File: src/logic/fcd_pkg.sv
// Constants, offsets and carrier types for the configuration command decoder.
// How it works
// - Feature command EFh takes subcommand from feature, value from sector count.
// - Narrow mode 01h moves data on D[7:0], keeps wide-cycle indicator off; 81h restores.
// - 02h enables write cache; 82h disables and flushes before completion.
// - 03h takes sector count as transfer type (upper 5) and mode (low 3).
// - Exactly one PIO mode and one multiword DMA mode are always held.
// - 05h enables, 85h disables advanced power management flag.
// - 09h enables, 89h disables extended power operations flag.
// - 0Ah permits, 8Ah forbids power-level-1 commands; flag is kept.
// - 44h selects device-specific long check bytes; BBh selects four bytes.
// - 55h turns read look-ahead off; AAh turns it back on.
// - 66h keeps settings across soft reset; CCh restores default reload.
// - Subcommands 69h and 96h are accepted and change nothing.
// - Subcommand 97h is accepted for compatibility.
// - 9Ah records the host current-source capability from sector count.
// - Opcode C6h sets multi-sector block count from sector count.
// - Opcodes 99h or E6h enter sleep; only drive-select bit matters.
// - Opcodes 96h or E2h enter standby; only drive-select bit matters.
// - Extended error goes to its own register, error register shows 04h; unknown command reports 20h.
package fcd_pkg;

  localparam logic [7:0] A_FEAT_ERR = 8'h00;
  localparam logic [7:0] A_SECCNT = 8'h04;
  localparam logic [7:0] A_DRVHEAD = 8'h08;
  localparam logic [7:0] A_CMD_STAT = 8'h0C;
  localparam logic [7:0] A_CFG = 8'h10;
  localparam logic [7:0] A_XFER = 8'h14;
  localparam logic [7:0] A_MULT = 8'h18;
  localparam logic [7:0] A_CURSRC = 8'h1C;
  localparam logic [7:0] A_EXTERR = 8'h20;
  localparam logic [7:0] A_SRST = 8'h24;

  localparam logic [7:0] OP_FEAT = 8'hEF;
  localparam logic [7:0] OP_MULT = 8'hC6;
  localparam logic [7:0] OP_SLEEP_A = 8'h99;
  localparam logic [7:0] OP_SLEEP_B = 8'hE6;
  localparam logic [7:0] OP_STBY_A = 8'h96;
  localparam logic [7:0] OP_STBY_B = 8'hE2;

  localparam logic [7:0] SF_NARROW_ON = 8'h01;
  localparam logic [7:0] SF_NARROW_OFF = 8'h81;
  localparam logic [7:0] SF_WCACHE_ON = 8'h02;
  localparam logic [7:0] SF_WCACHE_OFF = 8'h82;
  localparam logic [7:0] SF_XFER = 8'h03;
  localparam logic [7:0] SF_APM_ON = 8'h05;
  localparam logic [7:0] SF_APM_OFF = 8'h85;
  localparam logic [7:0] SF_EXTPWR_ON = 8'h09;
  localparam logic [7:0] SF_EXTPWR_OFF = 8'h89;
  localparam logic [7:0] SF_PL1_ON = 8'h0A;
  localparam logic [7:0] SF_PL1_OFF = 8'h8A;
  localparam logic [7:0] SF_LONG_VENDOR = 8'h44;
  localparam logic [7:0] SF_LONG_FOUR = 8'hBB;
  localparam logic [7:0] SF_RLA_OFF = 8'h55;
  localparam logic [7:0] SF_RLA_ON = 8'hAA;
  localparam logic [7:0] SF_KEEP_ON = 8'h66;
  localparam logic [7:0] SF_KEEP_OFF = 8'hCC;
  localparam logic [7:0] SF_NOP_A = 8'h69;
  localparam logic [7:0] SF_NOP_B = 8'h96;
  localparam logic [7:0] SF_LEGACY = 8'h97;
  localparam logic [7:0] SF_CURSRC = 8'h9A;

  localparam logic [4:0] XT_PIO_DEF = 5'h00;
  localparam logic [4:0] XT_PIO_FC = 5'h01;
  localparam logic [4:0] XT_MWDMA = 5'h04;

  localparam logic [7:0] EXT_NONE = 8'h00;
  localparam logic [7:0] EXT_ABORTED = 8'h1F;
  localparam logic [7:0] EXT_INVALID = 8'h20;
  localparam logic [7:0] ERR_ABRT = 8'h04;

  localparam int DRV_BIT = 4;
  localparam int STAT_BSY = 7;
  localparam int STAT_RDY = 6;
  localparam int STAT_ERR = 0;
  localparam int SRST_BIT = 0;

  typedef struct packed {
    logic narrow;
    logic wcache;
    logic apm;
    logic extpwr;
    logic pl1_ok;
    logic long_vendor;
    logic rla;
    logic keep_cfg;
  } fcd_cfg_s;

  typedef struct packed {
    logic known;
    logic flush;
    logic set_pio;
    logic set_dma;
    logic set_cursrc;
    fcd_cfg_s cfg;
  } fcd_act_s;

  localparam fcd_cfg_s CFG_RESET = 8'h4A;
  localparam logic [2:0] PIO_RESET = 3'h0;
  localparam logic [2:0] DMA_RESET = 3'h0;
  localparam logic [7:0] MULT_RESET = 8'h00;
  localparam logic [7:0] CURSRC_RESET = 8'h00;

endpackage

File: src/logic/fcd_feature_decode.sv
// Subcommand decoder for the feature-setting command.
`timescale 1ns/1ns
module fcd_feature_decode
  import fcd_pkg::*;
(
  input wire logic [7:0] feat, // Subcommand code.
  input wire logic [7:0] seccnt, // Configuration value.
  input wire fcd_pkg::fcd_cfg_s cur, // Settings now in force.
  output fcd_pkg::fcd_act_s act // Decoded action.
);
  import fcd_pkg::*;

  always_comb
  begin
    act.known = 1'b1;
    act.flush = 1'b0;
    act.set_pio = 1'b0;
    act.set_dma = 1'b0;
    act.set_cursrc = 1'b0;
    act.cfg = cur;
    unique case (feat)
      SF_NARROW_ON: act.cfg.narrow = 1'b1;
      SF_NARROW_OFF: act.cfg.narrow = 1'b0;
      SF_WCACHE_ON: act.cfg.wcache = 1'b1;
      SF_WCACHE_OFF:
      begin
        act.cfg.wcache = 1'b0;
        act.flush = 1'b1;
      end
      SF_XFER:
      begin
        unique case (seccnt[7:3])
          XT_PIO_DEF, XT_PIO_FC: act.set_pio = 1'b1;
          XT_MWDMA: act.set_dma = 1'b1;
          default: act.known = 1'b0;
        endcase
      end
      SF_APM_ON: act.cfg.apm = 1'b1;
      SF_APM_OFF: act.cfg.apm = 1'b0;
      SF_EXTPWR_ON: act.cfg.extpwr = 1'b1;
      SF_EXTPWR_OFF: act.cfg.extpwr = 1'b0;
      SF_PL1_ON: act.cfg.pl1_ok = 1'b1;
      SF_PL1_OFF: act.cfg.pl1_ok = 1'b0;
      SF_LONG_VENDOR: act.cfg.long_vendor = 1'b1;
      SF_LONG_FOUR: act.cfg.long_vendor = 1'b0;
      SF_RLA_OFF: act.cfg.rla = 1'b0;
      SF_RLA_ON: act.cfg.rla = 1'b1;
      SF_KEEP_ON: act.cfg.keep_cfg = 1'b1;
      SF_KEEP_OFF: act.cfg.keep_cfg = 1'b0;
      SF_NOP_A, SF_NOP_B: act.known = 1'b1;
      SF_LEGACY: act.known = 1'b1;
      SF_CURSRC: act.set_cursrc = 1'b1;
      default: act.known = 1'b0;
    endcase
  end

endmodule

File: src/logic/fcd_top.sv
// Task-file command decoder for configuration, block-count and power commands.
//
// Decided for this implementation: the AHB-Lite slave port and the address map.
`timescale 1ns/1ns
module fcd_top
  import fcd_pkg::*;
(
  input wire logic hclk, // Bus clock, 50 MHz.
  input wire logic hresetn, // Asynchronous reset, active low.
  input wire logic hsel, // Slave select.
  input wire logic [31:0] haddr, // Byte address.
  input wire logic [1:0] htrans, // Transfer type.
  input wire logic hwrite, // Write when high.
  input wire logic [2:0] hsize, // Transfer size, word only.
  input wire logic [31:0] hwdata, // Write data.
  input wire logic hready, // Bus ready.
  output logic [31:0] hrdata, // Read data.
  output logic hreadyout, // Slave ready.
  output logic hresp, // Response, always OKAY.
  input wire logic drive_id, // Drive number strap pin.
  input wire logic data_reg_sel, // Host is accessing the data register.
  input wire logic flush_done, // Cache flush to storage finished.
  output logic wide_cycle_indicator_n, // Low marks a 16-bit data cycle.
  output logic flush_req, // Cache flush in progress.
  output logic narrow_bus, // Data moves on low byte lanes only.
  output logic sleep_state, // Device is asleep.
  output logic standby_state, // Device is in standby.
  output logic busy // Command in progress.
);
  import fcd_pkg::*;

  typedef enum logic [1:0] {ST_IDLE, ST_EXEC, ST_FLUSH} fcd_state_e;

  function automatic logic op_known(input logic [7:0] op);
    op_known = (op == OP_FEAT) || (op == OP_MULT) || (op == OP_SLEEP_A) || (op == OP_SLEEP_B)
      || (op == OP_STBY_A) || (op == OP_STBY_B);
  endfunction

  // Pin inputs pass two flip-flops; only the second stage is read.
  logic [2:0] sync1_reg;
  logic [2:0] sync2_reg;
  always_ff @(posedge hclk or negedge hresetn)
  begin
    if (!hresetn)
    begin
      sync1_reg <= 3'h0;
      sync2_reg <= 3'h0;
    end
    else
    begin
      sync1_reg <= {flush_done, data_reg_sel, drive_id};
      sync2_reg <= sync1_reg;
    end
  end
  wire drive_id_s = sync2_reg[0];
  wire data_sel_s = sync2_reg[1];
  wire flush_done_s = sync2_reg[2];

  // Bus slave: writes finish with no wait, reads take one wait state so that
  // a write just before is already visible.
  logic wr_pend_reg;
  logic rd_pend_reg;
  logic [7:0] wr_addr_reg;
  logic [7:0] rd_addr_reg;
  logic hreadyout_reg;
  logic [31:0] hrdata_reg;
  wire addr_ok = hsel & htrans[1] & hready;
  wire [31:0] rd_data;

  always_ff @(posedge hclk or negedge hresetn)
  begin
    if (!hresetn)
    begin
      wr_pend_reg <= 1'b0;
      rd_pend_reg <= 1'b0;
      wr_addr_reg <= 8'h00;
      rd_addr_reg <= 8'h00;
      hreadyout_reg <= 1'b1;
      hrdata_reg <= 32'h0000_0000;
    end
    else
    begin
      wr_pend_reg <= addr_ok & hwrite;
      rd_pend_reg <= addr_ok & ~hwrite;
      if (addr_ok)
      begin
        wr_addr_reg <= haddr[7:0];
        rd_addr_reg <= haddr[7:0];
      end
      hreadyout_reg <= ~(addr_ok & ~hwrite);
      if (rd_pend_reg)
        hrdata_reg <= rd_data;
    end
  end
  assign hrdata = hrdata_reg;
  assign hreadyout = hreadyout_reg;
  assign hresp = 1'b0;

  // Task file and settings.
  fcd_state_e state_reg;
  fcd_state_e state_next;
  logic [7:0] feat_reg;
  logic [7:0] seccnt_reg;
  logic [7:0] drvhead_reg;
  logic [7:0] cmd_reg;
  logic [7:0] err_reg;
  logic [7:0] exterr_reg;
  fcd_cfg_s cfg_reg;
  logic [2:0] pio_reg;
  logic [2:0] dma_reg;
  logic [7:0] mult_reg;
  logic [7:0] cursrc_reg;
  logic sleep_reg;
  logic standby_reg;
  logic wide_n_reg;
  logic flush_req_reg;
  logic busy_reg;
  logic narrow_reg;
  fcd_act_s act;

  fcd_feature_decode u_decode (
    .feat(feat_reg),
    .seccnt(seccnt_reg),
    .cur(cfg_reg),
    .act(act)
  );

  wire idle = (state_reg == ST_IDLE);
  wire wr_any = wr_pend_reg;
  wire we_feat = wr_any & idle & (wr_addr_reg == A_FEAT_ERR);
  wire we_seccnt = wr_any & idle & (wr_addr_reg == A_SECCNT);
  wire we_drvhead = wr_any & idle & (wr_addr_reg == A_DRVHEAD);
  // Only a reset wakes a sleeping device; commands are dropped while asleep.
  wire we_cmd = wr_any & idle & ~sleep_reg & (wr_addr_reg == A_CMD_STAT);
  wire srst = wr_any & (wr_addr_reg == A_SRST) & hwdata[SRST_BIT];

  wire st_exec = (state_reg == ST_EXEC);
  wire drive_match = (drvhead_reg[DRV_BIT] == drive_id_s);
  wire exec_ok = st_exec & drive_match;
  wire is_feat = exec_ok & (cmd_reg == OP_FEAT);
  wire feat_ok = is_feat & act.known;
  wire feat_bad = is_feat & ~act.known;
  wire is_mult = exec_ok & (cmd_reg == OP_MULT);
  wire is_sleep = exec_ok & ((cmd_reg == OP_SLEEP_A) | (cmd_reg == OP_SLEEP_B));
  wire is_stby = exec_ok & ((cmd_reg == OP_STBY_A) | (cmd_reg == OP_STBY_B));
  wire is_unk = exec_ok & ~op_known(cmd_reg);
  wire reload = srst & ~cfg_reg.keep_cfg;

  always_comb
  begin
    state_next = state_reg;
    unique case (state_reg)
      ST_IDLE: if (we_cmd) state_next = ST_EXEC;
      ST_EXEC: state_next = (feat_ok & act.flush) ? ST_FLUSH : ST_IDLE;
      ST_FLUSH: if (flush_done_s) state_next = ST_IDLE;
    endcase
    if (srst)
      state_next = ST_IDLE;
  end

  wire fcd_cfg_s cfg_next = reload ? CFG_RESET : (feat_ok ? act.cfg : cfg_reg);
  wire [2:0] pio_next = reload ? PIO_RESET : ((feat_ok & act.set_pio) ? seccnt_reg[2:0] : pio_reg);
  wire [2:0] dma_next = reload ? DMA_RESET : ((feat_ok & act.set_dma) ? seccnt_reg[2:0] : dma_reg);
  wire [7:0] cursrc_next = (feat_ok & act.set_cursrc) ? seccnt_reg : cursrc_reg;
  wire [7:0] mult_next = is_mult ? seccnt_reg : mult_reg;
  wire fail = feat_bad | is_unk;
  wire [7:0] err_next = srst ? 8'h00 : (exec_ok ? (fail ? ERR_ABRT : 8'h00) : err_reg);
  wire [7:0] ext_sel = is_unk ? EXT_INVALID : (feat_bad ? EXT_ABORTED : EXT_NONE);
  wire [7:0] exterr_next = srst ? EXT_NONE : (exec_ok ? ext_sel : exterr_reg);
  wire sleep_next = ~srst & (is_sleep | (sleep_reg & ~exec_ok));
  wire standby_next = ~srst & (is_stby | (standby_reg & ~exec_ok));

  always_ff @(posedge hclk or negedge hresetn)
  begin
    if (!hresetn)
    begin
      feat_reg <= 8'h00;
      seccnt_reg <= 8'h00;
      drvhead_reg <= 8'h00;
      cmd_reg <= 8'h00;
    end
    else
    begin
      if (we_feat)
        feat_reg <= hwdata[7:0];
      if (we_seccnt)
        seccnt_reg <= hwdata[7:0];
      if (we_drvhead)
        drvhead_reg <= hwdata[7:0];
      if (we_cmd)
        cmd_reg <= hwdata[7:0];
    end
  end

  always_ff @(posedge hclk or negedge hresetn)
  begin
    if (!hresetn)
    begin
      state_reg <= ST_IDLE;
      cfg_reg <= CFG_RESET;
      pio_reg <= PIO_RESET;
      dma_reg <= DMA_RESET;
      mult_reg <= MULT_RESET;
      cursrc_reg <= CURSRC_RESET;
      err_reg <= 8'h00;
      exterr_reg <= EXT_NONE;
      sleep_reg <= 1'b0;
      standby_reg <= 1'b0;
    end
    else
    begin
      state_reg <= state_next;
      cfg_reg <= cfg_next;
      pio_reg <= pio_next;
      dma_reg <= dma_next;
      mult_reg <= mult_next;
      cursrc_reg <= cursrc_next;
      err_reg <= err_next;
      exterr_reg <= exterr_next;
      sleep_reg <= sleep_next;
      standby_reg <= standby_next;
    end
  end

  // Pin outputs, each from its own flip-flop.
  always_ff @(posedge hclk or negedge hresetn)
  begin
    if (!hresetn)
    begin
      wide_n_reg <= 1'b1;
      flush_req_reg <= 1'b0;
      busy_reg <= 1'b0;
      narrow_reg <= 1'b0;
    end
    else
    begin
      wide_n_reg <= ~(data_sel_s & ~cfg_reg.narrow);
      flush_req_reg <= (state_next == ST_FLUSH);
      busy_reg <= (state_next != ST_IDLE);
      narrow_reg <= cfg_next.narrow;
    end
  end
  assign wide_cycle_indicator_n = wide_n_reg;
  assign flush_req = flush_req_reg;
  assign busy = busy_reg;
  assign narrow_bus = narrow_reg;
  assign sleep_state = sleep_reg;
  assign standby_state = standby_reg;

  wire [7:0] status = {~idle, idle, 5'h00, (err_reg != 8'h00)};
  assign rd_data =
    (rd_addr_reg == A_FEAT_ERR) ? {24'h00_0000, err_reg} :
    (rd_addr_reg == A_SECCNT) ? {24'h00_0000, seccnt_reg} :
    (rd_addr_reg == A_DRVHEAD) ? {24'h00_0000, drvhead_reg} :
    (rd_addr_reg == A_CMD_STAT) ? {24'h00_0000, status} :
    (rd_addr_reg == A_CFG) ? {24'h00_0000, cfg_reg} :
    (rd_addr_reg == A_XFER) ? {21'h00_0000, dma_reg, 5'h00, pio_reg} :
    (rd_addr_reg == A_MULT) ? {24'h00_0000, mult_reg} :
    (rd_addr_reg == A_CURSRC) ? {24'h00_0000, cursrc_reg} :
    (rd_addr_reg == A_EXTERR) ? {24'h00_0000, exterr_reg} : 32'h0000_0000;
endmodule

File: config.mk
export PLATFORM = sky130hd
export DESIGN_NAME = fcd_top
export DESIGN_NICKNAME = d
export VERILOG_FILES = /design/src/logic/fcd_pkg.sv /design/src/logic/fcd_feature_decode.sv /design/src/logic/fcd_top.sv
export SDC_FILE = /design/constraint.sdc
export NUM_CORES = 1
export LEC_CHECK = 0
export BUFFER_PORTS_ARGS = -buffer_cell sky130_fd_sc_hd__buf_2
export CELL_PAD_IN_SITES_DETAIL_PLACEMENT = 0
export CELL_PAD_IN_SITES_GLOBAL_PLACEMENT = 1
export CORE_MARGIN = 2
export CORE_UTILIZATION = 35
export CTS_CLUSTER_SIZE = 25
export DETAILED_ROUTE_END_ITERATION = 12
export HOLD_SLACK_MARGIN = 0.08
export PLACE_DENSITY = 0.72
export SYNTH_ARGS = -nofsm -noshare
export SYNTH_HDL_FRONTEND = slang
export SYNTH_HIERARCHICAL = 1
export SYNTH_SLANG_ARGS = --single-unit
File: constraint.sdc
create_clock -name hclk -period 3.6 [get_ports hclk]
set_input_delay 0.18 -clock hclk [delete_from_list [all_inputs] [get_ports hclk]]
set_output_delay 0.18 -clock hclk [all_outputs]
set_load 0.01 [all_outputs]
======== Word-level counts from Yosys, hierarchy flattened ========
Index checks and enable logic that the tools add are counted.
cells by class
  $add $sub $neg .......................... 0
  multipliers ............................. 0
  div/mod/pow operators ................... 0
  order comparisons ....................... 0
  equal/unequal tests ..................... 42
  shift operators ......................... 0
  mux-type cells .......................... 42
  bitwise gates (word level) .............. 46
  reduce and logical (&&, ||, !) cells .... 33
operator list
  operator              count
  $eq A8 B8 Y1 const B  17
  $mux W8               9
  $mux W11              6
  $eq A8 B4 Y1 const B  4
  $eq A8 B5 Y1 const B  4
  $eq A8 B7 Y1 const B  4
  $and A1 B1 Y1         30
  $reduce_bool A3 Y1    8
  $reduce_or A20 Y1     1
  $pmux W1 S2           9
  $eq A8 B2 Y1 const B  2
  $eq A8 B3 Y1 const B  2
  $eq A8 B6 Y1 const B  2
  $reduce_and A2 Y1     8
  $mux W3               5
  $not A1 Y1            11
  $mux W2               5
  $reduce_bool A2 Y1    5
  $eq A8 B1 Y1 const B  1
  $logic_not A8 Y1      1
  $reduce_bool A8 Y1    1
  $mux W6               1
  $pmux W2 S3           1
  $eq A5 B1 Y1 const B  1
  other kinds (12)      25
storage, ports and cells
  register bits ........................... 134
  bits in latches ......................... 0
  bits in writable memories ............... 0
  bits in read-only memories .............. 0
  input port bits ......................... 77
  output and inout port bits .............. 40
  word-level logic and storage cells ...... 194
  memories kept ........................... 0

======== Logic depth before layout (Yosys ltp) ========
Gate-level depths: netlist (run 1).
  word-level depth ........................ 12
  depth in mapped cells ................... 11
  gate-level depth less buffers ........... 8

======== Cells and area by module ========
Netlist (run 1), hierarchy kept.
modules (own cells, without submodules)
  module              instances  cells each  area an instance (um^2)  sequential area each (um^2)
  fcd_top             1          447         4854.7                   2508.7
  fcd_feature_decode  1          70          514.2                    0.0

======== Least setup slack after synthesis (run 1) ========
Ideal clock, no wire load.
  path type ............................... register -> register
  start point ............................. reg feat_reg[4]
  end point ............................... reg flush_req_reg (netlist: flush_req)
  library setup time ...................... 0.122 ns
  arrival time ............................ 2.404 ns
  data required time ...................... 3.478 ns
  setup slack ............................. 1.074 ns
  cell stages (with the launch flop) ...... 12
  path buffers ............................ 3
  period minus slack after synthesis ...... 2.526 ns
  cells stage by stage .................... dfrtp_1 buf_6 or3_1 buf_6 nor3_4 a41oi_1 o211ai_1 nand3_1 nor2_1 buf_2 a32oi_1 a2111oi_1
RTL lines
  what                      RTL line        RTL
  start: declaration        fcd_top.sv:102  logic [7:0] feat_reg;
  start signal: assignment  fcd_top.sv:185  feat_reg <= hwdata[7:0];
  end signal: assignment    fcd_top.sv:238  flush_req_reg <= (state_next == ST_FLUSH);
  end: declaration          fcd_top.sv:116  logic flush_req_reg;

==> impl_metrics.xml, run 1 <==
<?xml version="1.0" encoding="UTF-8"?>
<metrics>
  <group name="placement">
    <metric name="dpl_cell_area" unit="sq um">5680</metric>
    <metric name="port_buffers" unit="">42</metric>
    <metric name="place_congestion" unit="">0.928</metric>
    <metric name="post-place-cells" unit="">730</metric>
    <metric name="place.detailed.hpwl" unit="um">9850</metric>
  </group>
  <group name="sta">
    <metric name="fin_crit_sh" unit="">0.805</metric>
    <metric name="grt_setup_unrepaired" unit="">no</metric>
    <metric name="timing_max_transition_violations_final" unit="">0</metric>
    <metric name="worst_hold_slack" unit="ns">0.0951</metric>
    <metric name="finalClockSkew" unit="ns">0.00704</metric>
    <metric name="slew_headroom" unit="">0.409</metric>
    <metric name="max_freq" unit="MHz">345</metric>
    <metric name="shortest_clock_period_the_worst_path_allows_after_layout" unit="ns">2.90</metric>
    <metric name="setup_tns" unit="ns">0</metric>
    <metric name="final_hold_viol_count" unit="">0</metric>
    <metric name="max_slew.worst_pin.slew" unit="ns">0.879</metric>
    <metric name="final-setup-viol-count" unit="">0</metric>
  </group>
  <group name="power">
    <metric name="p_per_area" unit="nW/um^2">450</metric>
    <metric name="post-layout-total-power" unit="mW">2.75</metric>
    <metric name="cellLeakagePower" unit="nW">2.61</metric>
    <metric name="max-vdd-ir-drop" unit="uV">272</metric>
  </group>
  <group name="routing">
    <metric name="dr_total_vias" unit="">4134</metric>
    <metric name="drt-initial-drc-count" unit="">260</metric>
    <metric name="viasPerCell" unit="">5.45</metric>
    <metric name="route.detailed.wl_per_inst" unit="um">17.9</metric>
    <metric name="postRouteAntennaNets" unit="">0</metric>
    <metric name="post_route_drc_violation_count" unit="">0</metric>
    <metric name="detail_route.wirelength" unit="um">13500</metric>
    <metric name="detailedRoute.firstPassIterationCount" unit="">5</metric>
  </group>
  <group name="global_routing">
    <metric name="grt_max_degree" unit="">66</metric>
    <metric name="number_of_antenna_violations_at_the_first_check_in_global_routing" unit="">0</metric>
    <metric name="first_pass_grt_wire_length" unit="um">22200</metric>
    <metric name="grt.overflow.total" unit="">0</metric>
    <metric name="first_global_vias" unit="">4076</metric>
    <metric name="global_route.usage.total" unit="">0.176</metric>
  </group>
  <group name="yosys">
    <metric name="yosys_warn_count" unit="">6</metric>
    <metric name="synth_edf_count" unit="">0</metric>
    <metric name="post_synth_most_frequent_cells" unit="">sky130_fd_sc_hd__dfrtp_1 (95), sky130_fd_sc_hd__nand2_1 (54), sky130_fd_sc_hd__mux2_2 (50)</metric>
    <metric name="post_synth_instance_area" unit="sq um">5370</metric>
    <metric name="asyncSetResetFlopFracSynth" unit="">1.00</metric>
    <metric name="synthCells" unit="">517</metric>
    <metric name="synth_area_per_cell" unit="sq um">10.4</metric>
    <metric name="yosys_register_bits" unit="">100</metric>
    <metric name="yosys_most_used_dff" unit="">sky130_fd_sc_hd__dfrtp_1</metric>
    <metric name="yosysTopAreaCell" unit="">sky130_fd_sc_hd__dfrtp_1</metric>
    <metric name="synth_most_common_cell" unit="">sky130_fd_sc_hd__dfrtp_1</metric>
    <metric name="seq_area_frac_synth" unit="">0.467</metric>
    <metric name="netlist-cell-type-count" unit="">71</metric>
    <metric name="ys_top_cells_by_area" unit="">sky130_fd_sc_hd__dfrtp_1 (44%), sky130_fd_sc_hd__mux2_2 (10%), sky130_fd_sc_hd__nand2_1 (3.8%)</metric>
    <metric name="netlist.area_leader.share" unit="">0.443</metric>
  </group>
  <group name="clock_tree">
    <metric name="clk_root_buffer_cell" unit="">sky130_fd_sc_hd__clkbuf_16</metric>
    <metric name="cts_max_level" unit="">3</metric>
    <metric name="clk_latency" unit="ns">0.35</metric>
    <metric name="ctsLongestPathBuffers" unit="">2</metric>
    <metric name="postCtsSetupRepairBufs" unit="">0</metric>
    <metric name="ctsResizeCount" unit="">0</metric>
    <metric name="holdBufCountCts" unit="">13</metric>
    <metric name="tritoncts_clock_tree" unit="">yes</metric>
    <metric name="clock_sinks" unit="">100</metric>
    <metric name="cts.reportedPaths.clkPinSlew" unit="ns">0.07</metric>
    <metric name="cts-buffers-inserted" unit="">9</metric>
  </group>
  <group name="final_layout">
    <metric name="drive_above_1_share" unit="">0.259</metric>
    <metric name="largest_register_ff_count" unit="">11</metric>
    <metric name="filler_cell_count" unit="">1482</metric>
    <metric name="finish.instance_area" unit="sq um">6110</metric>
    <metric name="final_cells" unit="">759</metric>
    <metric name="finalNetCount" unit="">646</metric>
    <metric name="syn_to_final_growth" unit="%">13.8</metric>
    <metric name="insertedDiodeCount" unit="">0</metric>
  </group>
  <group name="die">
    <metric name="dieWidth" unit="um">128</metric>
    <metric name="die_h" unit="um">128</metric>
    <metric name="initial_utilization" unit="">0.356</metric>
    <metric name="die_area" unit="sq um">16300</metric>
    <metric name="floorplan.io_pins" unit="">117</metric>
    <metric name="rows" unit="">45</metric>
    <metric name="placeable_core_region" unit="sq um">15100</metric>
  </group>
  <group name="worst_setup_path">
    <metric name="worstSetupPathType" unit="">reg -&gt; reg</metric>
    <metric name="worstSetupStartpointType" unit="">register</metric>
    <metric name="crit_required" unit="ns">3.83</metric>
    <metric name="arrival" unit="ns">3.13</metric>
    <metric name="crit_path_max_fanout" unit="">12</metric>
    <metric name="worst_setup_path_end_kind" unit="">register</metric>
    <metric name="regToRegSetupSlack" unit="ns">0.70</metric>
  </group>
  <group name="hold_path">
    <metric name="hold_class" unit="">in -&gt; reg</metric>
  </group>
  <group name="status">
    <metric name="outcome" unit="">completed</metric>
  </group>
  <group name="run">
    <metric name="drv_cap" unit="">0</metric>
  </group>
</metrics>
[critical path: stages, from the launching register on]
cell                        delay [ns]
sky130_fd_sc_hd__dfrtp_1          0.51
sky130_fd_sc_hd__or3_1            0.63
sky130_fd_sc_hd__nor3_4           0.22
sky130_fd_sc_hd__a41oi_1          0.13
sky130_fd_sc_hd__o211ai_1         0.20
sky130_fd_sc_hd__nand3_1          0.19
sky130_fd_sc_hd__nor2_1           0.15
sky130_fd_sc_hd__buf_4            0.21
sky130_fd_sc_hd__a32oi_1          0.17
sky130_fd_sc_hd__a2111oi_1        0.35
[where the power goes]
| part | internal (mW) | switching [mW] | leakage (nW) |
|---|---|---|---|
| logic | 0.187 | 0.290 | 1.22 |
| registers | 1.20 | 0.0846 | 1.24 |
| clock network | 0.543 | 0.443 | 0.146 |
[per-layer routing]
layer  part of all wire  GRT usage  vias to the layer above
met3              0.043     0.0288                       24
met2               0.47      0.276                      121
met1               0.46      0.246                     2076
li1                   -          -                     1913
met5                  0          0                        -
met4              0.024     0.0692                        0
[cell usage in the layout, fill, tap and decap left out, drive strengths merged, types with 4 or more instances in the layout]
| master | count |
|---|---|
| dfrtp | 95 |
| buf | 55 |
| nand2 | 54 |
| mux2 | 50 |
| o21ai | 31 |
| nor2 | 30 |
| a21oi | 27 |
| conb | 22 |
| inv | 20 |
| mux2i | 17 |
| nand3 | 17 |
| nor3 | 15 |
| dlygate4sd3 | 13 |
| o2bb2ai | 9 |
| clkbuf | 9 |
| nor4 | 8 |
| nand2b | 7 |
| and2 | 6 |
| o22ai | 5 |
| nor2b | 5 |
| dfstp | 5 |
| nand4b | 4 |
| nor4b | 4 |
| a2111oi | 4 |
[worst paths after layout]
path,from,to,cells after the start
setup reg to reg,feat_reg[5],flush_req,9
hold reg to reg,sync1_reg[1],sync2_reg[1],0
hold / removal,hwdata[5],cmd_reg[5],3
max in group asynchronous,hresetn,sync1_reg[1],3
setup / recovery,feat_reg[5],flush_req,9
min in group asynchronous,hresetn,rd_addr_reg[7],3
[cell type report]
class,instances,area [sq um],area share
multi-input cells,369,2560,0.419
flip-flops and latches,100,2510,0.411
repair buffers,68,440,0.0721
well taps,188,235,0.0385
clock buffers,9,225,0.0369
clock inverters,7,73.8,0.0121
inverters,18,67.6,0.0111
[stage by stage]
stage,setup slack (ns),util
floorplan,1.07,-
global placement,0.779,0.376
detailed placement,0.743,0.376
CTS,0.729,0.405
global route,0.505,0.405
finish,0.703,0.405
[logic make-up (layout without fill, tap and decap cells)]
kind of cell    after synthesis  after routing  synth area share
buf+inv                      69            102            0.0708
fa+ha+maj                     3              3           0.00699
compound gates               99             99             0.117
xor+xnor                      2              2           0.00326
simple gates                176            176             0.197
flops                       100            100             0.467
other cells                   1             22          0.000698
mux                          67             67             0.137
(Power assumes the default switching activity.)
==> run 2: changes to the inputs <==
--- a/config.mk
+++ b/config.mk
@@ -13,7 +13,7 @@
 export CTS_CLUSTER_SIZE = 25
 export DETAILED_ROUTE_END_ITERATION = 12
 export HOLD_SLACK_MARGIN = 0.08
-export PLACE_DENSITY = 0.72
+export PLACE_DENSITY = 0.75
 export SYNTH_ARGS = -nofsm -noshare
 export SYNTH_HDL_FRONTEND = slang
 export SYNTH_HIERARCHICAL = 1
==> constraint.sdc (replaced) <==
create_clock -name hclk -period 2.32 [get_ports hclk]
set_input_delay 0.116 -clock hclk [delete_from_list [all_inputs] [get_ports hclk]]
set_output_delay 0.116 -clock hclk [all_outputs]
set_load 0.01 [all_outputs]
==> run 2 against run 1 <==
Against the previous run:
- the flow now finishes with violations (negative setup slack)
- global-route usage is 1.4 points higher
- clock power is 48% higher
- final cell count is 7.4% higher
- sequential share of layout area is 4.3 points lower
- worst setup slack worse by 0.78 ns
- sequential cell count stayed put
- clock skew is 0.0022 ns higher
- hold slack better by 0.17 ns
- die area stayed put
- maximum frequency is 21% higher
==> impl_metrics.xml, run 2 (synthesis results as in run 1) <==
<?xml version="1.0" encoding="UTF-8"?>
<metrics>
  <group name="status">
    <metric name="outcome" unit="">finished, violations left</metric>
    <metric name="failed_checks" unit="">negative setup slack</metric>
  </group>
  <group name="power">
    <metric name="cellInternalPower" unit="mW">2.96</metric>
    <metric name="max-vdd-ir-drop" unit="uV">523</metric>
    <metric name="sw_frac_of_total" unit="">0.313</metric>
    <metric name="clkPwrFrac" unit="">0.338</metric>
    <metric name="cellLeakagePower" unit="nW">2.97</metric>
    <metric name="power.share.combinational" unit="">0.200</metric>
    <metric name="share_seq_of_total_power" unit="">0.461</metric>
    <metric name="netsw" unit="mW">1.35</metric>
    <metric name="post-layout-total-power" unit="mW">4.31</metric>
    <metric name="p_per_area" unit="nW/um^2">632</metric>
  </group>
  <group name="placement">
    <metric name="port_buffers" unit="">42</metric>
    <metric name="place_congestion" unit="">0.876</metric>
    <metric name="place.detailed.hpwl" unit="um">10600</metric>
  </group>
  <group name="die">
    <metric name="floorplan.io_pins" unit="">117</metric>
    <metric name="die_area" unit="sq um">16300</metric>
    <metric name="dieWidth" unit="um">128</metric>
    <metric name="die_h" unit="um">128</metric>
    <metric name="initial_utilization" unit="">0.356</metric>
    <metric name="placeable_core_region" unit="sq um">15100</metric>
    <metric name="rows" unit="">45</metric>
  </group>
  <group name="final_layout">
    <metric name="layout.cells.most_common_list" unit="">sky130_fd_sc_hd__dfrtp_1 (94), sky130_fd_sc_hd__nand2_1 (54), sky130_fd_sc_hd__buf_4 (50)</metric>
    <metric name="final_core_utilization" unit="">0.453</metric>
    <metric name="syn_to_final_growth" unit="%">27.2</metric>
    <metric name="insertedDiodeCount" unit="">0</metric>
    <metric name="layout.cells.most_common" unit="">sky130_fd_sc_hd__dfrtp_1</metric>
    <metric name="filler_cell_count" unit="">1425</metric>
    <metric name="drive_above_1_share" unit="">0.352</metric>
    <metric name="finalNetCount" unit="">702</metric>
    <metric name="largest_register_ff_count" unit="">11</metric>
  </group>
  <group name="routing">
    <metric name="met3RoutedLength" unit="um">617</metric>
    <metric name="post_route_drc_violation_count" unit="">0</metric>
    <metric name="dr_total_vias" unit="">4321</metric>
    <metric name="route.detailed.wl_per_inst" unit="um">18.3</metric>
    <metric name="postRouteAntennaNets" unit="">0</metric>
    <metric name="viasPerCell" unit="">5.30</metric>
    <metric name="detail_route.wirelength" unit="um">15000</metric>
    <metric name="wirelength_met1" unit="um">6830</metric>
    <metric name="wl_met2" unit="um">7310</metric>
    <metric name="drt-initial-drc-count" unit="">190</metric>
    <metric name="detailedRoute.firstPassIterationCount" unit="">4</metric>
    <metric name="dr.max_layer_used" unit="">met4</metric>
  </group>
  <group name="global_routing">
    <metric name="grt_max_degree" unit="">50</metric>
    <metric name="global_route.usage.total" unit="">0.191</metric>
    <metric name="grt.overflow.total" unit="">0</metric>
    <metric name="first_global_vias" unit="">4318</metric>
    <metric name="first_pass_grt_wire_length" unit="um">23900</metric>
    <metric name="number_of_antenna_violations_at_the_first_check_in_global_routing" unit="">0</metric>
  </group>
  <group name="worst_setup_path">
    <metric name="crit_path_max_fanout" unit="">8</metric>
    <metric name="worstSetupStartpointType" unit="">register</metric>
    <metric name="arrival" unit="ns">2.64</metric>
    <metric name="crit_required" unit="ns">2.56</metric>
    <metric name="worstSetupPathType" unit="">reg -&gt; reg</metric>
    <metric name="worst_setup_path_end_kind" unit="">register</metric>
  </group>
  <group name="clock_tree">
    <metric name="tritoncts_clock_tree" unit="">yes</metric>
    <metric name="cts-buffers-inserted" unit="">9</metric>
    <metric name="ctsLongestPathBuffers" unit="">2</metric>
    <metric name="clock_sinks" unit="">100</metric>
    <metric name="clk_root_buffer_cell" unit="">sky130_fd_sc_hd__clkbuf_16</metric>
    <metric name="cts_max_level" unit="">3</metric>
    <metric name="cts.reportedPaths.clkPinSlew" unit="ns">0.07</metric>
    <metric name="clk_latency" unit="ns">0.36</metric>
  </group>
  <group name="sta">
    <metric name="finalClockSkew" unit="ns">0.00925</metric>
    <metric name="slew_headroom" unit="">0.538</metric>
    <metric name="final-setup-viol-count" unit="">10</metric>
    <metric name="timing_max_transition_violations_final" unit="">0</metric>
    <metric name="final_critical_path_setup_slack" unit="ns">-0.0802</metric>
    <metric name="final_hold_viol_count" unit="">0</metric>
    <metric name="fin_crit_sh" unit="">1.03</metric>
    <metric name="max_slew.worst_pin.slew" unit="ns">0.693</metric>
    <metric name="grt_setup_unrepaired" unit="">yes</metric>
    <metric name="shortest_clock_period_the_worst_path_allows_after_layout" unit="ns">2.40</metric>
    <metric name="max_freq" unit="MHz">417</metric>
  </group>
  <group name="run">
    <metric name="drv_cap" unit="">0</metric>
  </group>
  <group name="hold_path">
    <metric name="hold_class" unit="">in -&gt; reg</metric>
  </group>
</metrics>
==> run 2: layout make-up <==
cell class	instances	area [sq um]	share of cell area
Multi-Input combinational cell	369	2780	0.407
Clock inverter	7	60.1	0.00879
Clock buffer	9	225	0.0330
Timing Repair Buffer	124	952	0.139
Sequential cell	100	2510	0.367
Inverter	18	67.6	0.00989
Tap cell	188	235	0.0344
==> run 2: power by group through the flow <==
stage / registers [mW] / clock network (mW) / logic, mW
6_report: 1.99 / 1.46 / 0.865
5_1_grt: 2.01 / 1.57 / 0.940
4_1_cts: 1.99 / 1.49 / 0.828
3_3_place_gp: 2.01 / 0 / 0.774
3_5_place_dp: 2.02 / 0 / 0.785
2_1_floorplan: 2.01 / 0 / 0.509
==> run 2: metal layers <==
| layer | global-route usage | vias up |
|---|---|---|
| met5 | 0 | - |
| met2 | 0.312 | 112 |
| met4 | 0.0491 | 0 |
| met1 | 0.262 | 2165 |
| met3 | 0.0338 | 13 |
| li1 | - | 2031 |
==> run 2: timing repair <==
action                                 CTS  global route
pin swaps                                8             8
endpoints found under the hold margin   67             0
setup buffers                            5             4
setup endpoints to repair               17            23
gates resized for setup                 21            31
hold buffers                            21             0
==> run 2: through the flow <==
stage          instances  hold WS (ns)  instance area [sq um]  setup WS [ns]  TNS, ns
2_1_floorplan        538        -0.180                   5460         -0.106   -0.908
3_3_place_gp         770         0.190                   6010         -0.159    -1.52
3_5_place_dp         770         0.193                   6010         -0.193    -2.25
4_1_cts              812         0.278                   6640        -0.0564   -0.399
5_1_grt              815         0.324                   6830         -0.188    -2.62
6_report             815         0.267                   6830        -0.0802   -0.600
==> run 2: path summary, 6_finish.rpt <==
check                        startpoint             end  slack, ns  cells after the start
setup / recovery            feat_reg[7]   cursrc_reg[5]      -0.08                     10
hold / removal                htrans[1]          wr_any       0.27                      3
setup reg to reg            feat_reg[7]   cursrc_reg[5]      -0.08                     10
hold reg to reg            sync1_reg[0]    sync2_reg[0]       0.35                      0
max in group asynchronous       hresetn       hrdata[1]       1.25                      3
min in group asynchronous       hresetn  rd_addr_reg[7]       0.33                      2
==> run 2: critical path, cell delays in order (launching register included) <==
cell and delay [ns]:
sky130_fd_sc_hd__dfrtp_1 0.40, sky130_fd_sc_hd__buf_4 0.15, sky130_fd_sc_hd__nand4bb_4 0.22, sky130_fd_sc_hd__o22ai_2 0.16, sky130_fd_sc_hd__a32oi_2 0.08, sky130_fd_sc_hd__o211ai_1 0.33
sky130_fd_sc_hd__nand3_2 0.18, sky130_fd_sc_hd__nor2_4 0.14, sky130_fd_sc_hd__and2_4 0.17, sky130_fd_sc_hd__buf_12 0.14, sky130_fd_sc_hd__mux2_4 0.31
==> run 3: changes to the inputs <==
--- a/config.mk
+++ b/config.mk
@@ -8,12 +8,12 @@
 export BUFFER_PORTS_ARGS = -buffer_cell sky130_fd_sc_hd__buf_2
 export CELL_PAD_IN_SITES_DETAIL_PLACEMENT = 0
 export CELL_PAD_IN_SITES_GLOBAL_PLACEMENT = 1
-export CORE_MARGIN = 2
+export CORE_MARGIN = 1.5
 export CORE_UTILIZATION = 35
 export CTS_CLUSTER_SIZE = 25
 export DETAILED_ROUTE_END_ITERATION = 12
 export HOLD_SLACK_MARGIN = 0.08
-export PLACE_DENSITY = 0.75
+export PLACE_DENSITY_LB_ADDON = 0.1
 export SYNTH_ARGS = -nofsm -noshare
 export SYNTH_HDL_FRONTEND = slang
 export SYNTH_HIERARCHICAL = 1
==> run 3 against run 2 <==
Against the previous run:
- the run still ends with negative setup slack left
- clock power increased by 8%
- register-to-register slack improved by 0.03 ns
- global-route usage increased by 0.24 points
- critical path depth unchanged
- power increased by 2.0%
- sequential share of layout area increased by 0.12 points
- combinational power decreased by 2%
- die area decreased by 1.6%
- clock skew about the same
- final cell count increased by 0.61%
- largest power group unchanged
==> impl_metrics.xml, run 3 (synthesis results as in run 1) <==
<?xml version="1.0" encoding="UTF-8"?>
<metrics>
  <group name="sta">
    <metric name="finalClockSkew" unit="ns">0.00891</metric>
    <metric name="max_freq" unit="MHz">422</metric>
    <metric name="grt_setup_unrepaired" unit="">yes</metric>
    <metric name="final-setup-viol-count" unit="">8</metric>
    <metric name="setup_tns" unit="ns">-0.357</metric>
    <metric name="max_slew.worst_pin.slew" unit="ns">0.693</metric>
    <metric name="final_hold_viol_count" unit="">0</metric>
    <metric name="shortest_clock_period_the_worst_path_allows_after_layout" unit="ns">2.37</metric>
    <metric name="timing_max_transition_violations_final" unit="">0</metric>
    <metric name="final_critical_path_setup_slack" unit="ns">-0.0493</metric>
    <metric name="slew_headroom" unit="">0.532</metric>
    <metric name="fin_crit_sh" unit="">1.02</metric>
  </group>
  <group name="global_routing">
    <metric name="grt_max_degree" unit="">41</metric>
    <metric name="grt.met2_usage" unit="">0.310</metric>
    <metric name="grt.overflow.total" unit="">0</metric>
    <metric name="groute.layer.met1.usage" unit="">0.272</metric>
    <metric name="grt_use_met3" unit="">0.0333</metric>
    <metric name="grt_most_used_layer" unit="">met2</metric>
    <metric name="global_route.usage.total" unit="">0.193</metric>
    <metric name="number_of_antenna_violations_at_the_first_check_in_global_routing" unit="">0</metric>
    <metric name="first_global_vias" unit="">4093</metric>
    <metric name="first_pass_grt_wire_length" unit="um">23600</metric>
  </group>
  <group name="worst_setup_path">
    <metric name="crit_required" unit="ns">2.55</metric>
    <metric name="worstSetupPathType" unit="">reg -&gt; reg</metric>
    <metric name="crit_path_max_fanout" unit="">8</metric>
    <metric name="worst_setup_path_end_kind" unit="">register</metric>
    <metric name="regToRegSetupSlack" unit="ns">-0.05</metric>
    <metric name="ff2ff_path_depth" unit="">10</metric>
    <metric name="arrival" unit="ns">2.60</metric>
    <metric name="capture_instance_of_the_worst_register_to_register_path" unit="">cursrc_reg[6]</metric>
    <metric name="worst_r2r_startpoint" unit="">feat_reg[5]</metric>
    <metric name="worstSetupStartpointType" unit="">register</metric>
  </group>
  <group name="final_layout">
    <metric name="final_cells" unit="">820</metric>
    <metric name="finish.instance_area" unit="sq um">6810</metric>
    <metric name="layout.cells.most_common_list" unit="">sky130_fd_sc_hd__dfrtp_1 (95), sky130_fd_sc_hd__buf_4 (61), sky130_fd_sc_hd__nand2_1 (54)</metric>
    <metric name="drive_above_1_share" unit="">0.347</metric>
    <metric name="layout.cells.most_common" unit="">sky130_fd_sc_hd__dfrtp_1</metric>
    <metric name="syn_to_final_growth" unit="%">26.8</metric>
    <metric name="filler_cell_count" unit="">1507</metric>
    <metric name="insertedDiodeCount" unit="">0</metric>
    <metric name="finalNetCount" unit="">707</metric>
    <metric name="largest_register_ff_count" unit="">11</metric>
  </group>
  <group name="power">
    <metric name="post-layout-total-power" unit="mW">4.40</metric>
    <metric name="cellLeakagePower" unit="nW">2.95</metric>
    <metric name="p_per_area" unit="nW/um^2">647</metric>
    <metric name="max-vdd-ir-drop" unit="uV">405</metric>
  </group>
  <group name="die">
    <metric name="floorplan.io_pins" unit="">117</metric>
    <metric name="initial_utilization" unit="">0.356</metric>
    <metric name="die_area" unit="sq um">16100</metric>
    <metric name="placeable_core_region" unit="sq um">15100</metric>
    <metric name="dieWidth" unit="um">127</metric>
    <metric name="rows" unit="">45</metric>
    <metric name="die_h" unit="um">127</metric>
  </group>
  <group name="clock_tree">
    <metric name="cts.reportedPaths.clkPinSlew" unit="ns">0.07</metric>
    <metric name="clk_latency" unit="ns">0.35</metric>
    <metric name="clock_sinks" unit="">100</metric>
    <metric name="clk_root_buffer_cell" unit="">sky130_fd_sc_hd__clkbuf_16</metric>
    <metric name="ctsLongestPathBuffers" unit="">2</metric>
    <metric name="tritoncts_clock_tree" unit="">yes</metric>
    <metric name="cts_max_level" unit="">3</metric>
    <metric name="cts-buffers-inserted" unit="">9</metric>
  </group>
  <group name="placement">
    <metric name="pre_cts_ws" unit="ns">-0.210</metric>
    <metric name="port_buffers" unit="">42</metric>
    <metric name="place_congestion" unit="">0.880</metric>
    <metric name="post-place-cells" unit="">770</metric>
    <metric name="place.detailed.hpwl" unit="um">10800</metric>
    <metric name="dpl_cell_area" unit="sq um">6010</metric>
  </group>
  <group name="routing">
    <metric name="route.detailed.wl_per_inst" unit="um">18.2</metric>
    <metric name="viasPerCell" unit="">5.21</metric>
    <metric name="drt-initial-drc-count" unit="">190</metric>
    <metric name="post_route_drc_violation_count" unit="">0</metric>
    <metric name="postRouteAntennaNets" unit="">0</metric>
    <metric name="dr_total_vias" unit="">4275</metric>
    <metric name="detail_route.wirelength" unit="um">14900</metric>
    <metric name="detailedRoute.firstPassIterationCount" unit="">4</metric>
  </group>
  <group name="status">
    <metric name="outcome" unit="">finished, violations left</metric>
    <metric name="failed_checks" unit="">negative setup slack</metric>
  </group>
  <group name="hold_path">
    <metric name="hold-path-endpoint" unit="">cmd_reg[6]</metric>
    <metric name="hold_class" unit="">in -&gt; reg</metric>
    <metric name="hp-start" unit="">hwdata[6]</metric>
    <metric name="timing.hold.worst_path_depth" unit="">3</metric>
  </group>
  <group name="run">
    <metric name="drv_cap" unit="">0</metric>
  </group>
</metrics>
[run 3: cell count changes in the layout (fill, tap and decap cells not counted), moves of 2 or more]
cell,previous run,this run
sky130_fd_sc_hd__buf_4,50,61
sky130_fd_sc_hd__clkinv_4,4,1
sky130_fd_sc_hd__buf_6,9,4
sky130_fd_sc_hd__nor3_4,5,3
sky130_fd_sc_hd__o21ai_2,3,1
[run 3: layout make-up]
type,instances,area (sq um),share of cell area
Multi-Input combinational cell,369,2720,0.400
Sequential cell,100,2510,0.369
Timing Repair Buffer,129,963,0.142
Clock buffer,10,239,0.0351
Tap cell,188,235,0.0346
Clock inverter,6,68.8,0.0101
Inverter,18,67.6,0.00993
[run 3: power by group]
group	leakage (nW)	total, mW	internal (mW)	switching, mW
sequential	1.24	1.99	1.87	0.125
combinational	1.56	0.847	0.347	0.500
clock	0.149	1.57	0.874	0.691
[run 3: timing repair]
| item | CTS | global route |
|---|---|---|
| hold endpoints to repair | 56 | 0 |
| gates resized for setup | 14 | 23 |
| setup endpoints to repair | 17 | 25 |
| cloned | 0 | 0 |
| hold buffers | 20 | 0 |
| setup buffers | 8 | 6 |
| pin swaps | 5 | 7 |
[run 3: worst max path at each step]
stage / to / startpoint / cells past startpoint / slack [ns]
finish: cursrc_reg[6] / feat_reg[5] / 10 / -0.05
global route: cursrc_reg[6] / feat_reg[5] / 10 / -0.15
CTS: cursrc_reg[1] / feat_reg[5] / 10 / -0.01
detailed placement: flush_req / feat_reg[2] / 10 / -0.21
global placement: flush_req / feat_reg[2] / 10 / -0.19
floorplan: flush_req / feat_reg[4] / 11 / -0.11
[run 3: metal layers]
metal	part of all wire	routed length, um	up-vias
met2	0.48	7100	85
met3	0.038	565	9
met1	0.48	7150	2148
li1	-	-	2033
met5	0	0	-
met4	0.0079	118	0
[run 3: metrics by stage]
stage	hold WS (ns)	utilization
final	0.104	0.451
after global routing	0.101	0.451
after CTS	0.0959	0.440
after detailed placement	0.142	0.398
after global placement	0.140	0.398
after floorplan	-0.180	-
[run 3: critical path: stages, from the launching register on]
cell                       delay, ns
sky130_fd_sc_hd__dfrtp_1        0.43
sky130_fd_sc_hd__or3_4          0.42
sky130_fd_sc_hd__nor3_4         0.16
sky130_fd_sc_hd__a41oi_2        0.12
sky130_fd_sc_hd__o211ai_1       0.14
sky130_fd_sc_hd__buf_4          0.17
sky130_fd_sc_hd__nand3_4        0.07
sky130_fd_sc_hd__nor2_4         0.14
sky130_fd_sc_hd__and2_4         0.16
sky130_fd_sc_hd__buf_12         0.14
sky130_fd_sc_hd__mux2_4         0.30
